$ cat src/design/rsa_pkg.sv
/*
 * Constants, offsets, field positions and codes for the span select and fault
 * status register bank. Assumes a 32-bit classic Wishbone slave port.
 */
// Overview of operation
// Span codes 0000b to 0100b pick bipolar spans of 3, 2.5, 1.5, 1.25 and 0.625 times the reference.
// Span codes 1000b to 1011b pick unipolar spans of 3, 2.5, 1.5 and 1.25 times the reference; other codes are invalid.
// Bit 6 of the span register turns the internal reference off when one, and resets to zero.
// Every reserved bit of both registers reads zero and ignores writes.
// Status bit 0 is the OR of the four latched fault flags.
// Status bit 15 shows the present low analog supply condition, zero after reset.
// Status bit 14 shows the present high analog supply condition, zero after reset.
// Status bits 11 and 10 show the present low and high input conditions.
// Status bits 7 and 6 are latched low and high analog supply faults, zero after reset.
// Status bits 5 and 4 are latched low and high input faults, zero after reset.
// The span and reference register sits at byte address 0x14.
// Present flags follow the condition each cycle; latched flags hold until the status word is read.
package rsa_pkg;

    // ------------------------------------------------------------------
    // register map
    // ------------------------------------------------------------------
    localparam logic [7:0] RSA_SPAN_ADDR   = 8'h14;
    localparam logic [7:0] RSA_STATUS_ADDR = 8'h20;
    localparam logic [7:0] RSA_IRQ_ST_ADDR = 8'h40;
    localparam logic [7:0] RSA_IRQ_MK_ADDR = 8'h44;
    localparam int         RSA_ADDR_W      = 8;

    // ------------------------------------------------------------------
    // fields
    // ------------------------------------------------------------------
    localparam int RSA_REF_OFF_BIT  = 6;
    localparam int RSA_SPAN_LSB     = 0;
    localparam int RSA_SPAN_W       = 4;
    localparam int RSA_ANY_BIT      = 0;
    localparam int RSA_IN_HI_LBIT   = 4;
    localparam int RSA_IN_LO_LBIT   = 5;
    localparam int RSA_SUP_HI_LBIT  = 6;
    localparam int RSA_SUP_LO_LBIT  = 7;
    localparam int RSA_IN_HI_ABIT   = 10;
    localparam int RSA_IN_LO_ABIT   = 11;
    localparam int RSA_SUP_HI_ABIT  = 14;
    localparam int RSA_SUP_LO_ABIT  = 15;
    localparam int RSA_NUM_FAULTS   = 4;

    localparam logic [3:0] RSA_SPAN_RESET    = 4'h0;
    localparam logic       RSA_REF_OFF_RESET = 1'b0;
    localparam logic [3:0] RSA_MASK_RESET    = 4'h0;

    // ------------------------------------------------------------------
    // span decode
    // ------------------------------------------------------------------
    typedef enum logic [3:0] {
        RSA_BI_3X0   = 4'b0000,
        RSA_BI_2X5   = 4'b0001,
        RSA_BI_1X5   = 4'b0010,
        RSA_BI_1X25  = 4'b0011,
        RSA_BI_0X625 = 4'b0100,
        RSA_UNI_3X0  = 4'b1000,
        RSA_UNI_2X5  = 4'b1001,
        RSA_UNI_1X5  = 4'b1010,
        RSA_UNI_1X25 = 4'b1011
    } rsa_span_t;

    // gain index 0..4 = 3, 2.5, 1.5, 1.25, 0.625 times reference
    typedef logic [2:0] rsa_gain_t;

endpackage

$ cat src/design/rsa_fault_flag.sv
/*
 * One fault channel: present flag and latched flag.
 * Assumes the condition input is synchronous to clk_i.
 */
`timescale 1ns/1ps
module rsa_fault_flag (
    // clock and reset
    input  wire logic clk_i,
    input  wire logic rst_i,
    // condition and clear
    input  wire logic cond_i,
    input  wire logic clear_i,
    // flags
    output logic      active_o,
    output logic      latched_o
);

    // ------------------------------------------------------------------
    // flags
    // ------------------------------------------------------------------
    always_ff @(posedge clk_i) begin
        if (rst_i) begin
            active_o <= 1'b0;
        end else begin
            active_o <= cond_i;
        end
    end

    // set wins over the read clear so a fresh event is never lost
    always_ff @(posedge clk_i) begin
        if (rst_i) begin
            latched_o <= 1'b0;
        end else if (cond_i) begin
            latched_o <= 1'b1;
        end else if (clear_i) begin
            latched_o <= 1'b0;
        end
    end
endmodule

$ cat src/design/rsa_regs.sv
/*
 * Span select / reference control register and fault status word, with
 * interrupt status and mask, on a classic Wishbone slave.
 * Assumes fault conditions arrive synchronous to clk_i from the comparators.
 */
// Implementation choice: the Wishbone register port.
`timescale 1ns/1ps
module rsa_regs
    import rsa_pkg::*;
(
    // clock and reset
    input  wire logic                        clk_i,
    input  wire logic                        rst_i,
    // wishbone slave
    input  wire logic                        cyc_i,
    input  wire logic                        stb_i,
    input  wire logic                        we_i,
    input  wire logic [rsa_pkg::RSA_ADDR_W-1:0] adr_i,
    input  wire logic [3:0]                  sel_i,
    input  wire logic [31:0]                 dat_i,
    output logic      [31:0]                 dat_o,
    output logic                             ack_o,
    output logic                             err_o,
    // fault conditions
    input  wire logic                        supply_low_i,
    input  wire logic                        supply_high_i,
    input  wire logic                        input_low_i,
    input  wire logic                        input_high_i,
    // analog controls
    output logic      [3:0]                  span_code_o,
    output logic                             internal_reference_off_o,
    output logic                             span_bipolar_o,
    output logic      [2:0]                  span_gain_o,
    output logic                             span_valid_o,
    // interrupt
    output logic                             irq_o
);
    import rsa_pkg::*;

    // ------------------------------------------------------------------
    // bus decode
    // ------------------------------------------------------------------
    logic        req;
    logic        wr;
    logic        rd;
    logic        hit_span;
    logic        hit_stat;
    logic        hit_ist;
    logic        hit_imk;
    logic        hit_any;
    logic [31:0] next_dat;

    // single-cycle answer: ack one edge after the request, then dropped
    assign req      = cyc_i && stb_i && !ack_o && !err_o;
    assign hit_span = adr_i == RSA_SPAN_ADDR;
    assign hit_stat = adr_i == RSA_STATUS_ADDR;
    assign hit_ist  = adr_i == RSA_IRQ_ST_ADDR;
    assign hit_imk  = adr_i == RSA_IRQ_MK_ADDR;
    assign hit_any  = hit_span || hit_stat || hit_ist || hit_imk;
    assign wr       = req && we_i && hit_any;
    assign rd       = req && !we_i && hit_any;

    always_ff @(posedge clk_i) begin
        if (rst_i) begin
            ack_o <= 1'b0;
            err_o <= 1'b0;
        end else begin
            ack_o <= req && hit_any;
            err_o <= req && !hit_any;
        end
    end

    // ------------------------------------------------------------------
    // span and reference control
    // ------------------------------------------------------------------
    logic [3:0] span_code;
    logic       ref_off;

    always_ff @(posedge clk_i) begin
        if (rst_i) begin
            span_code <= RSA_SPAN_RESET;
            ref_off   <= RSA_REF_OFF_RESET;
        end else if (wr && hit_span && sel_i[0]) begin
            span_code <= dat_i[RSA_SPAN_LSB +: RSA_SPAN_W];
            ref_off   <= dat_i[RSA_REF_OFF_BIT];
        end
    end

    assign span_code_o              = span_code;
    assign internal_reference_off_o = ref_off;

    // invalid codes keep the last valid decode, so the front end never sees a gap
    logic       next_bipolar;
    logic [2:0] next_gain;
    logic       next_valid;

    always_comb begin
        next_bipolar = 1'b1;
        next_gain    = 3'h0;
        next_valid   = 1'b1;
        case (span_code)
            RSA_BI_3X0:   begin next_bipolar = 1'b1; next_gain = 3'h0; end
            RSA_BI_2X5:   begin next_bipolar = 1'b1; next_gain = 3'h1; end
            RSA_BI_1X5:   begin next_bipolar = 1'b1; next_gain = 3'h2; end
            RSA_BI_1X25:  begin next_bipolar = 1'b1; next_gain = 3'h3; end
            RSA_BI_0X625: begin next_bipolar = 1'b1; next_gain = 3'h4; end
            RSA_UNI_3X0:  begin next_bipolar = 1'b0; next_gain = 3'h0; end
            RSA_UNI_2X5:  begin next_bipolar = 1'b0; next_gain = 3'h1; end
            RSA_UNI_1X5:  begin next_bipolar = 1'b0; next_gain = 3'h2; end
            RSA_UNI_1X25: begin next_bipolar = 1'b0; next_gain = 3'h3; end
            default:      begin next_valid = 1'b0; end
        endcase
    end

    always_ff @(posedge clk_i) begin
        if (rst_i) begin
            span_bipolar_o <= 1'b1;
            span_gain_o    <= 3'h0;
            span_valid_o   <= 1'b1;
        end else begin
            span_valid_o <= next_valid;
            if (next_valid) begin
                span_bipolar_o <= next_bipolar;
                span_gain_o    <= next_gain;
            end
        end
    end

    // ------------------------------------------------------------------
    // fault channels
    // ------------------------------------------------------------------
    logic [RSA_NUM_FAULTS-1:0] cond;
    logic [RSA_NUM_FAULTS-1:0] act;
    logic [RSA_NUM_FAULTS-1:0] lat;
    logic                      stat_read;

    // channel order: 3 supply low, 2 supply high, 1 input low, 0 input high
    assign cond      = {supply_low_i, supply_high_i, input_low_i, input_high_i};
    assign stat_read = rd && hit_stat;

    genvar g;
    generate
        for (g = 0; g < RSA_NUM_FAULTS; g++) begin : g_fault
            rsa_fault_flag u_flag (
                .clk_i     (clk_i),
                .rst_i     (rst_i),
                .cond_i    (cond[g]),
                .clear_i   (stat_read),
                .active_o  (act[g]),
                .latched_o (lat[g])
            );
        end
    endgenerate

    logic [31:0] status_word;

    always_comb begin
        status_word                  = 32'h0000_0000;
        status_word[RSA_SUP_LO_ABIT] = act[3];
        status_word[RSA_SUP_HI_ABIT] = act[2];
        status_word[RSA_IN_LO_ABIT]  = act[1];
        status_word[RSA_IN_HI_ABIT]  = act[0];
        status_word[RSA_SUP_LO_LBIT] = lat[3];
        status_word[RSA_SUP_HI_LBIT] = lat[2];
        status_word[RSA_IN_LO_LBIT]  = lat[1];
        status_word[RSA_IN_HI_LBIT]  = lat[0];
        status_word[RSA_ANY_BIT]     = |lat;
    end

    // ------------------------------------------------------------------
    // interrupt status and mask
    // ------------------------------------------------------------------
    logic [RSA_NUM_FAULTS-1:0] irq_stat;
    logic [RSA_NUM_FAULTS-1:0] irq_mask;
    logic [RSA_NUM_FAULTS-1:0] w1c;

    assign w1c = (wr && hit_ist && sel_i[0]) ? dat_i[RSA_NUM_FAULTS-1:0] : '0;

    // new event beats the write-one-to-clear in the same cycle
    always_ff @(posedge clk_i) begin
        if (rst_i) begin
            irq_stat <= '0;
        end else begin
            irq_stat <= (irq_stat & ~w1c) | cond;
        end
    end

    always_ff @(posedge clk_i) begin
        if (rst_i) begin
            irq_mask <= RSA_MASK_RESET;
        end else if (wr && hit_imk && sel_i[0]) begin
            irq_mask <= dat_i[RSA_NUM_FAULTS-1:0];
        end
    end

    assign irq_o = |(irq_stat & irq_mask);

    // ------------------------------------------------------------------
    // read data
    // ------------------------------------------------------------------
    always_comb begin
        next_dat = 32'h0000_0000;
        if (hit_span) begin
            next_dat[RSA_SPAN_LSB +: RSA_SPAN_W] = span_code;
            next_dat[RSA_REF_OFF_BIT]            = ref_off;
        end else if (hit_stat) begin
            next_dat = status_word;
        end else if (hit_ist) begin
            next_dat[RSA_NUM_FAULTS-1:0] = irq_stat;
        end else if (hit_imk) begin
            next_dat[RSA_NUM_FAULTS-1:0] = irq_mask;
        end
    end

    always_ff @(posedge clk_i) begin
        if (rst_i) begin
            dat_o <= 32'h0000_0000;
        end else if (rd) begin
            dat_o <= next_dat;
        end else begin
            dat_o <= 32'h0000_0000;
        end
    end
endmodule

$ cat config.mk
export PLATFORM = sky130hd
export DESIGN_NAME = rsa_regs
export DESIGN_NICKNAME = d
export VERILOG_FILES = /design/src/design/rsa_pkg.sv /design/src/design/rsa_fault_flag.sv /design/src/design/rsa_regs.sv
export SDC_FILE = /design/constraint.sdc
export NUM_CORES = 1
export LEC_CHECK = 0
export BUFFER_PORTS_ARGS = -buffer_cell sky130_fd_sc_hd__buf_2
export CAP_MARGIN = 20
export CORE_UTILIZATION = 39
export DETAILED_ROUTE_END_ITERATION = 16
export MAX_ROUTING_LAYER = met4
export PLACE_DENSITY = 0.75
export SYNTH_ARGS = -nofsm -noshare
export SYNTH_HDL_FRONTEND = slang
export SYNTH_SLANG_ARGS = --single-unit
$ cat constraint.sdc
create_clock -name clk_i -period 1.5 [get_ports clk_i]
set_clock_uncertainty 0.2 [all_clocks]
set_input_delay 0.075 -clock clk_i [delete_from_list [all_inputs] [get_ports clk_i]]
set_output_delay 0.075 -clock clk_i [all_outputs]
set_load 0.005 [all_outputs]
==> flow_metrics.env <==
export IMPL_drc=0
export IMPL_synth_area_leaders="dfxtp_1 (48%), buf_4 (9.0%), nor2_1 (6.3%), mux2i_1 (5.4%), and2_1 (3.0%)"
export IMPL_place_ws_ns=-0.115
export IMPL_synthSimpleGateAreaFrac=0.211
export IMPL_gp_routability_congestion=0.793
export IMPL_synthMostInstantiatedCell="dfxtp_1"
export IMPL_die_h_um=67.4
export IMPL_end_kind="flip-flop"
export IMPL_whs_ns=0.0411
export IMPL_cp_arrival_ns=1.61
export IMPL_synth_xor_area_share=0
export IMPL_ys_warn_count=0
export IMPL_routed_wl_um=3490
export IMPL_place_hpwl_um=2570
export IMPL_fill_cells=379
export IMPL_drt_iter0_markers=57
export IMPL_n_antenna_cell=0
export IMPL_r2r_start="err_o"
export IMPL_stdcell_area_sq_um=2270
export IMPL_r2r_setup_slack_ns=-0.14
export IMPL_maxCapViolations=0
export IMPL_ys_seq_area_frac=0.479
export IMPL_cp_required_ns=1.47
export IMPL_synthFlopType="dfxtp_1"
export IMPL_synth_adder_area_share=0
export IMPL_drive_above_1_share=0.351
export IMPL_routedWlPerCell_um=12.0
export IMPL_syn_area_per_cell_sq_um=10.1
export IMPL_synth_edf_count=0
export IMPL_synthMuxAreaShare=0.0742
export IMPL_syn_to_final_growth_pct=35.7
export IMPL_finalCriticalPeriod_ns=1.64
export IMPL_cp_endpoint="irq_stat[3]"
export IMPL_antenna_found_initial=0
export IMPL_vdd_drop_max_uv=492
export IMPL_clk_pin_slew_ns=0.08
export IMPL_core_area_sq_um=4060
export IMPL_hold_path_class="in2reg"
export IMPL_grt_pass1_wl_um=5550
export IMPL_grt_overflow=0
export IMPL_path_cells="nor4bb_2 > buf_4 > nand2_2 > and4bb_2 > a311oi_1"
export IMPL_p_leak_nw=1.11
export IMPL_critPathLaunch="err_o"
export IMPL_chipWidth_um=67.4
export IMPL_vias=1364
export IMPL_cts_tree="built"
export IMPL_r2r_end="irq_stat[3]"
export IMPL_row_count=23
export IMPL_rsz0062_at_grt="yes"
export IMPL_grt_max_degree=18
export IMPL_power_density_nw_per_um2=944
export IMPL_antenna_left=0
export IMPL_final_util=0.558
export IMPL_htree_levels=2
export IMPL_timing_critical_path_from_type="flip-flop"
export IMPL_placed_area_sq_um=1960
export IMPL_die_area_sq_um=4550
export IMPL_reg2reg_depth=5
export IMPL_grt_pass1_vias=1202
export IMPL_synth_compound_gate_area_share=0.117
export IMPL_cts_made_buffers=5
export IMPL_period_share=1.09
export IMPL_synthDistinctLibCells=35
export IMPL_holdPathStages=4
export IMPL_fmax_mhz=610
export IMPL_finalHoldViolations=0
export IMPL_async_reset_ff_frac=0
export IMPL_syn_cell_area_sq_um=1670
export IMPL_synth_top_family_by_area="simple AND/OR/NAND/NOR gates"
export IMPL_synth_top_cell_area_share=0.479
export IMPL_outcome="finished, violations left"
export IMPL_ys_top_cells_by_count="dfxtp_1 (40), nor2_1 (28), buf_4 (20), mux2i_1 (9), and2_1 (8)"
export IMPL_tns_ns=-1.65
export IMPL_start_util=0.412
export IMPL_violations="negative setup slack"
export IMPL_clockBufferDepth=2
export IMPL_ios=98
export IMPL_cp_slowest_stage_delay_ns=0.36
export IMPL_insertion_delay_ns=0.29
export IMPL_port_buffers=47
export IMPL_synth_top_cell_by_area="dfxtp_1"
export IMPL_drt_vias_per_instance=4.67
export IMPL_drt_first_pass_iters=4
export IMPL_cts_root_buf="clkbuf_8"
export IMPL_clock_sinks=40
export IMPL_finalSetupViolCount=24
export IMPL_netlist_instances=166
export IMPL_timing_final_ws_setup_ns=-0.138
export IMPL_ys_ff_latch=40
export IMPL_nets=294
export IMPL_critPathKind="reg2reg"
export IMPL_grtUsageTotal=0.170
export IMPL_worstPathMaxFanout=5
export IMPL_slew_viol_final=0
export IMPL_slowest_stage="and4bb_2"
-- worst min path at each step --
stage	from	to	slack [ns]
floorplan	we_i	dat_o[6]	-0.05
global placement	we_i	dat_o[6]	0.10
detailed placement	we_i	dat_o[6]	0.11
CTS	adr_i[5]	dat_o[0]	0.03
global route	adr_i[5]	dat_o[0]	0.04
finish	adr_i[5]	dat_o[0]	0.04
-- cell families after synthesis --
| logic type | after synthesis |
|---|---|
| AOI/OAI and AO/OA | 24 |
| buffers and inverters | 31 |
| DFF | 40 |
| muxes | 12 |
| other | 1 |
| and+or+nand+nor | 58 |
-- per-stage QoR --
step,power (mW),cells
4_1_cts,2.15,291
5_1_grt,2.24,292
3_3_place_gp,1.27,270
6_report,2.14,292
3_5_place_dp,1.27,270
2_1_floorplan,1.24,185
-- sequential cells by signal, summed over array words and instances, names as in the netlist --
register,flops
span_bipolar_o,1
irq_stat,4
internal_reference_off_o,1
span_valid_o,1
irq_mask,4
g_fault.u_flag.active_o,4
err_o,1
ack_o,1
dat_o,12
span_code_o,4
g_fault.u_flag.latched_o,4
span_gain_o,3
-- placed cells by master (no fill, tap or decap), types with 2 or more instances in the layout --
| cell type | n |
|---|---|
| buf_2 | 47 |
| dfxtp_1 | 39 |
| nor2_1 | 28 |
| conb_1 | 20 |
| dlygate4sd3_1 | 13 |
| buf_4 | 12 |
| and2_1 | 8 |
| mux2i_1 | 8 |
| inv_1 | 7 |
| a22oi_1 | 6 |
| clkbuf_8 | 5 |
| a21o_1 | 4 |
| a311oi_1 | 4 |
| nand2b_1 | 3 |
| nand3b_1 | 3 |
| mux2_2 | 3 |
| nor4_4 | 2 |
| a21oi_1 | 2 |
| o21ai_0 | 2 |
| a22o_1 | 2 |
-- worst max-delay path: cells and delay by family (launching register included) --
| family | cells | cell delay (ns) |
|---|---|---|
| buffers and inverters | 1 | 0.20 |
| AO/OA/AOI/OAI | 1 | 0.11 |
| flip-flops | 1 | 0.33 |
| AND/OR/NAND/NOR | 3 | 0.69 |
-- final cells by class --
type / count / area [sq um] / area share
Clock buffer: 5 / 68.8 / 0.0304
Timing Repair Buffer: 73 / 467 / 0.206
Inverter: 7 / 26.3 / 0.0116
Tap cell: 50 / 62.6 / 0.0276
Multi-Input combinational cell: 114 / 797 / 0.352
Clock inverter: 3 / 42.5 / 0.0188
Sequential cell: 40 / 802 / 0.354
-- per-layer routing --
metal	routed length, um	GRT usage
met1	1530	0.201
met2	1740	0.279
met3	194	0.0507
met4	25	0.0452
met5	0	-
-- report_power, final --
| part | internal [mW] | leakage, nW | total, mW | switching [mW] |
|---|---|---|---|---|
| Sequential | 1.09 | 0.327 | 1.10 | 0.0142 |
| Clock | 0.492 | 0.0541 | 0.854 | 0.362 |
| Combinational | 0.0897 | 0.730 | 0.185 | 0.0953 |
| Total | 1.67 | 1.11 | 2.14 | 0.472 |
-- repair_timing --
action / 4_1_cts / 5_1_grt
setup endpoints to repair: 19 / 30
resized for setup: 4 / 6
endpoints found under the hold margin: 22 / 0
hold buffers: 13 / 0
cloned: 0 / 0
pin swaps: 3 / 3
buffers inserted: 0 / 1
No activity file was read; power rests on OpenSTA's default activity.
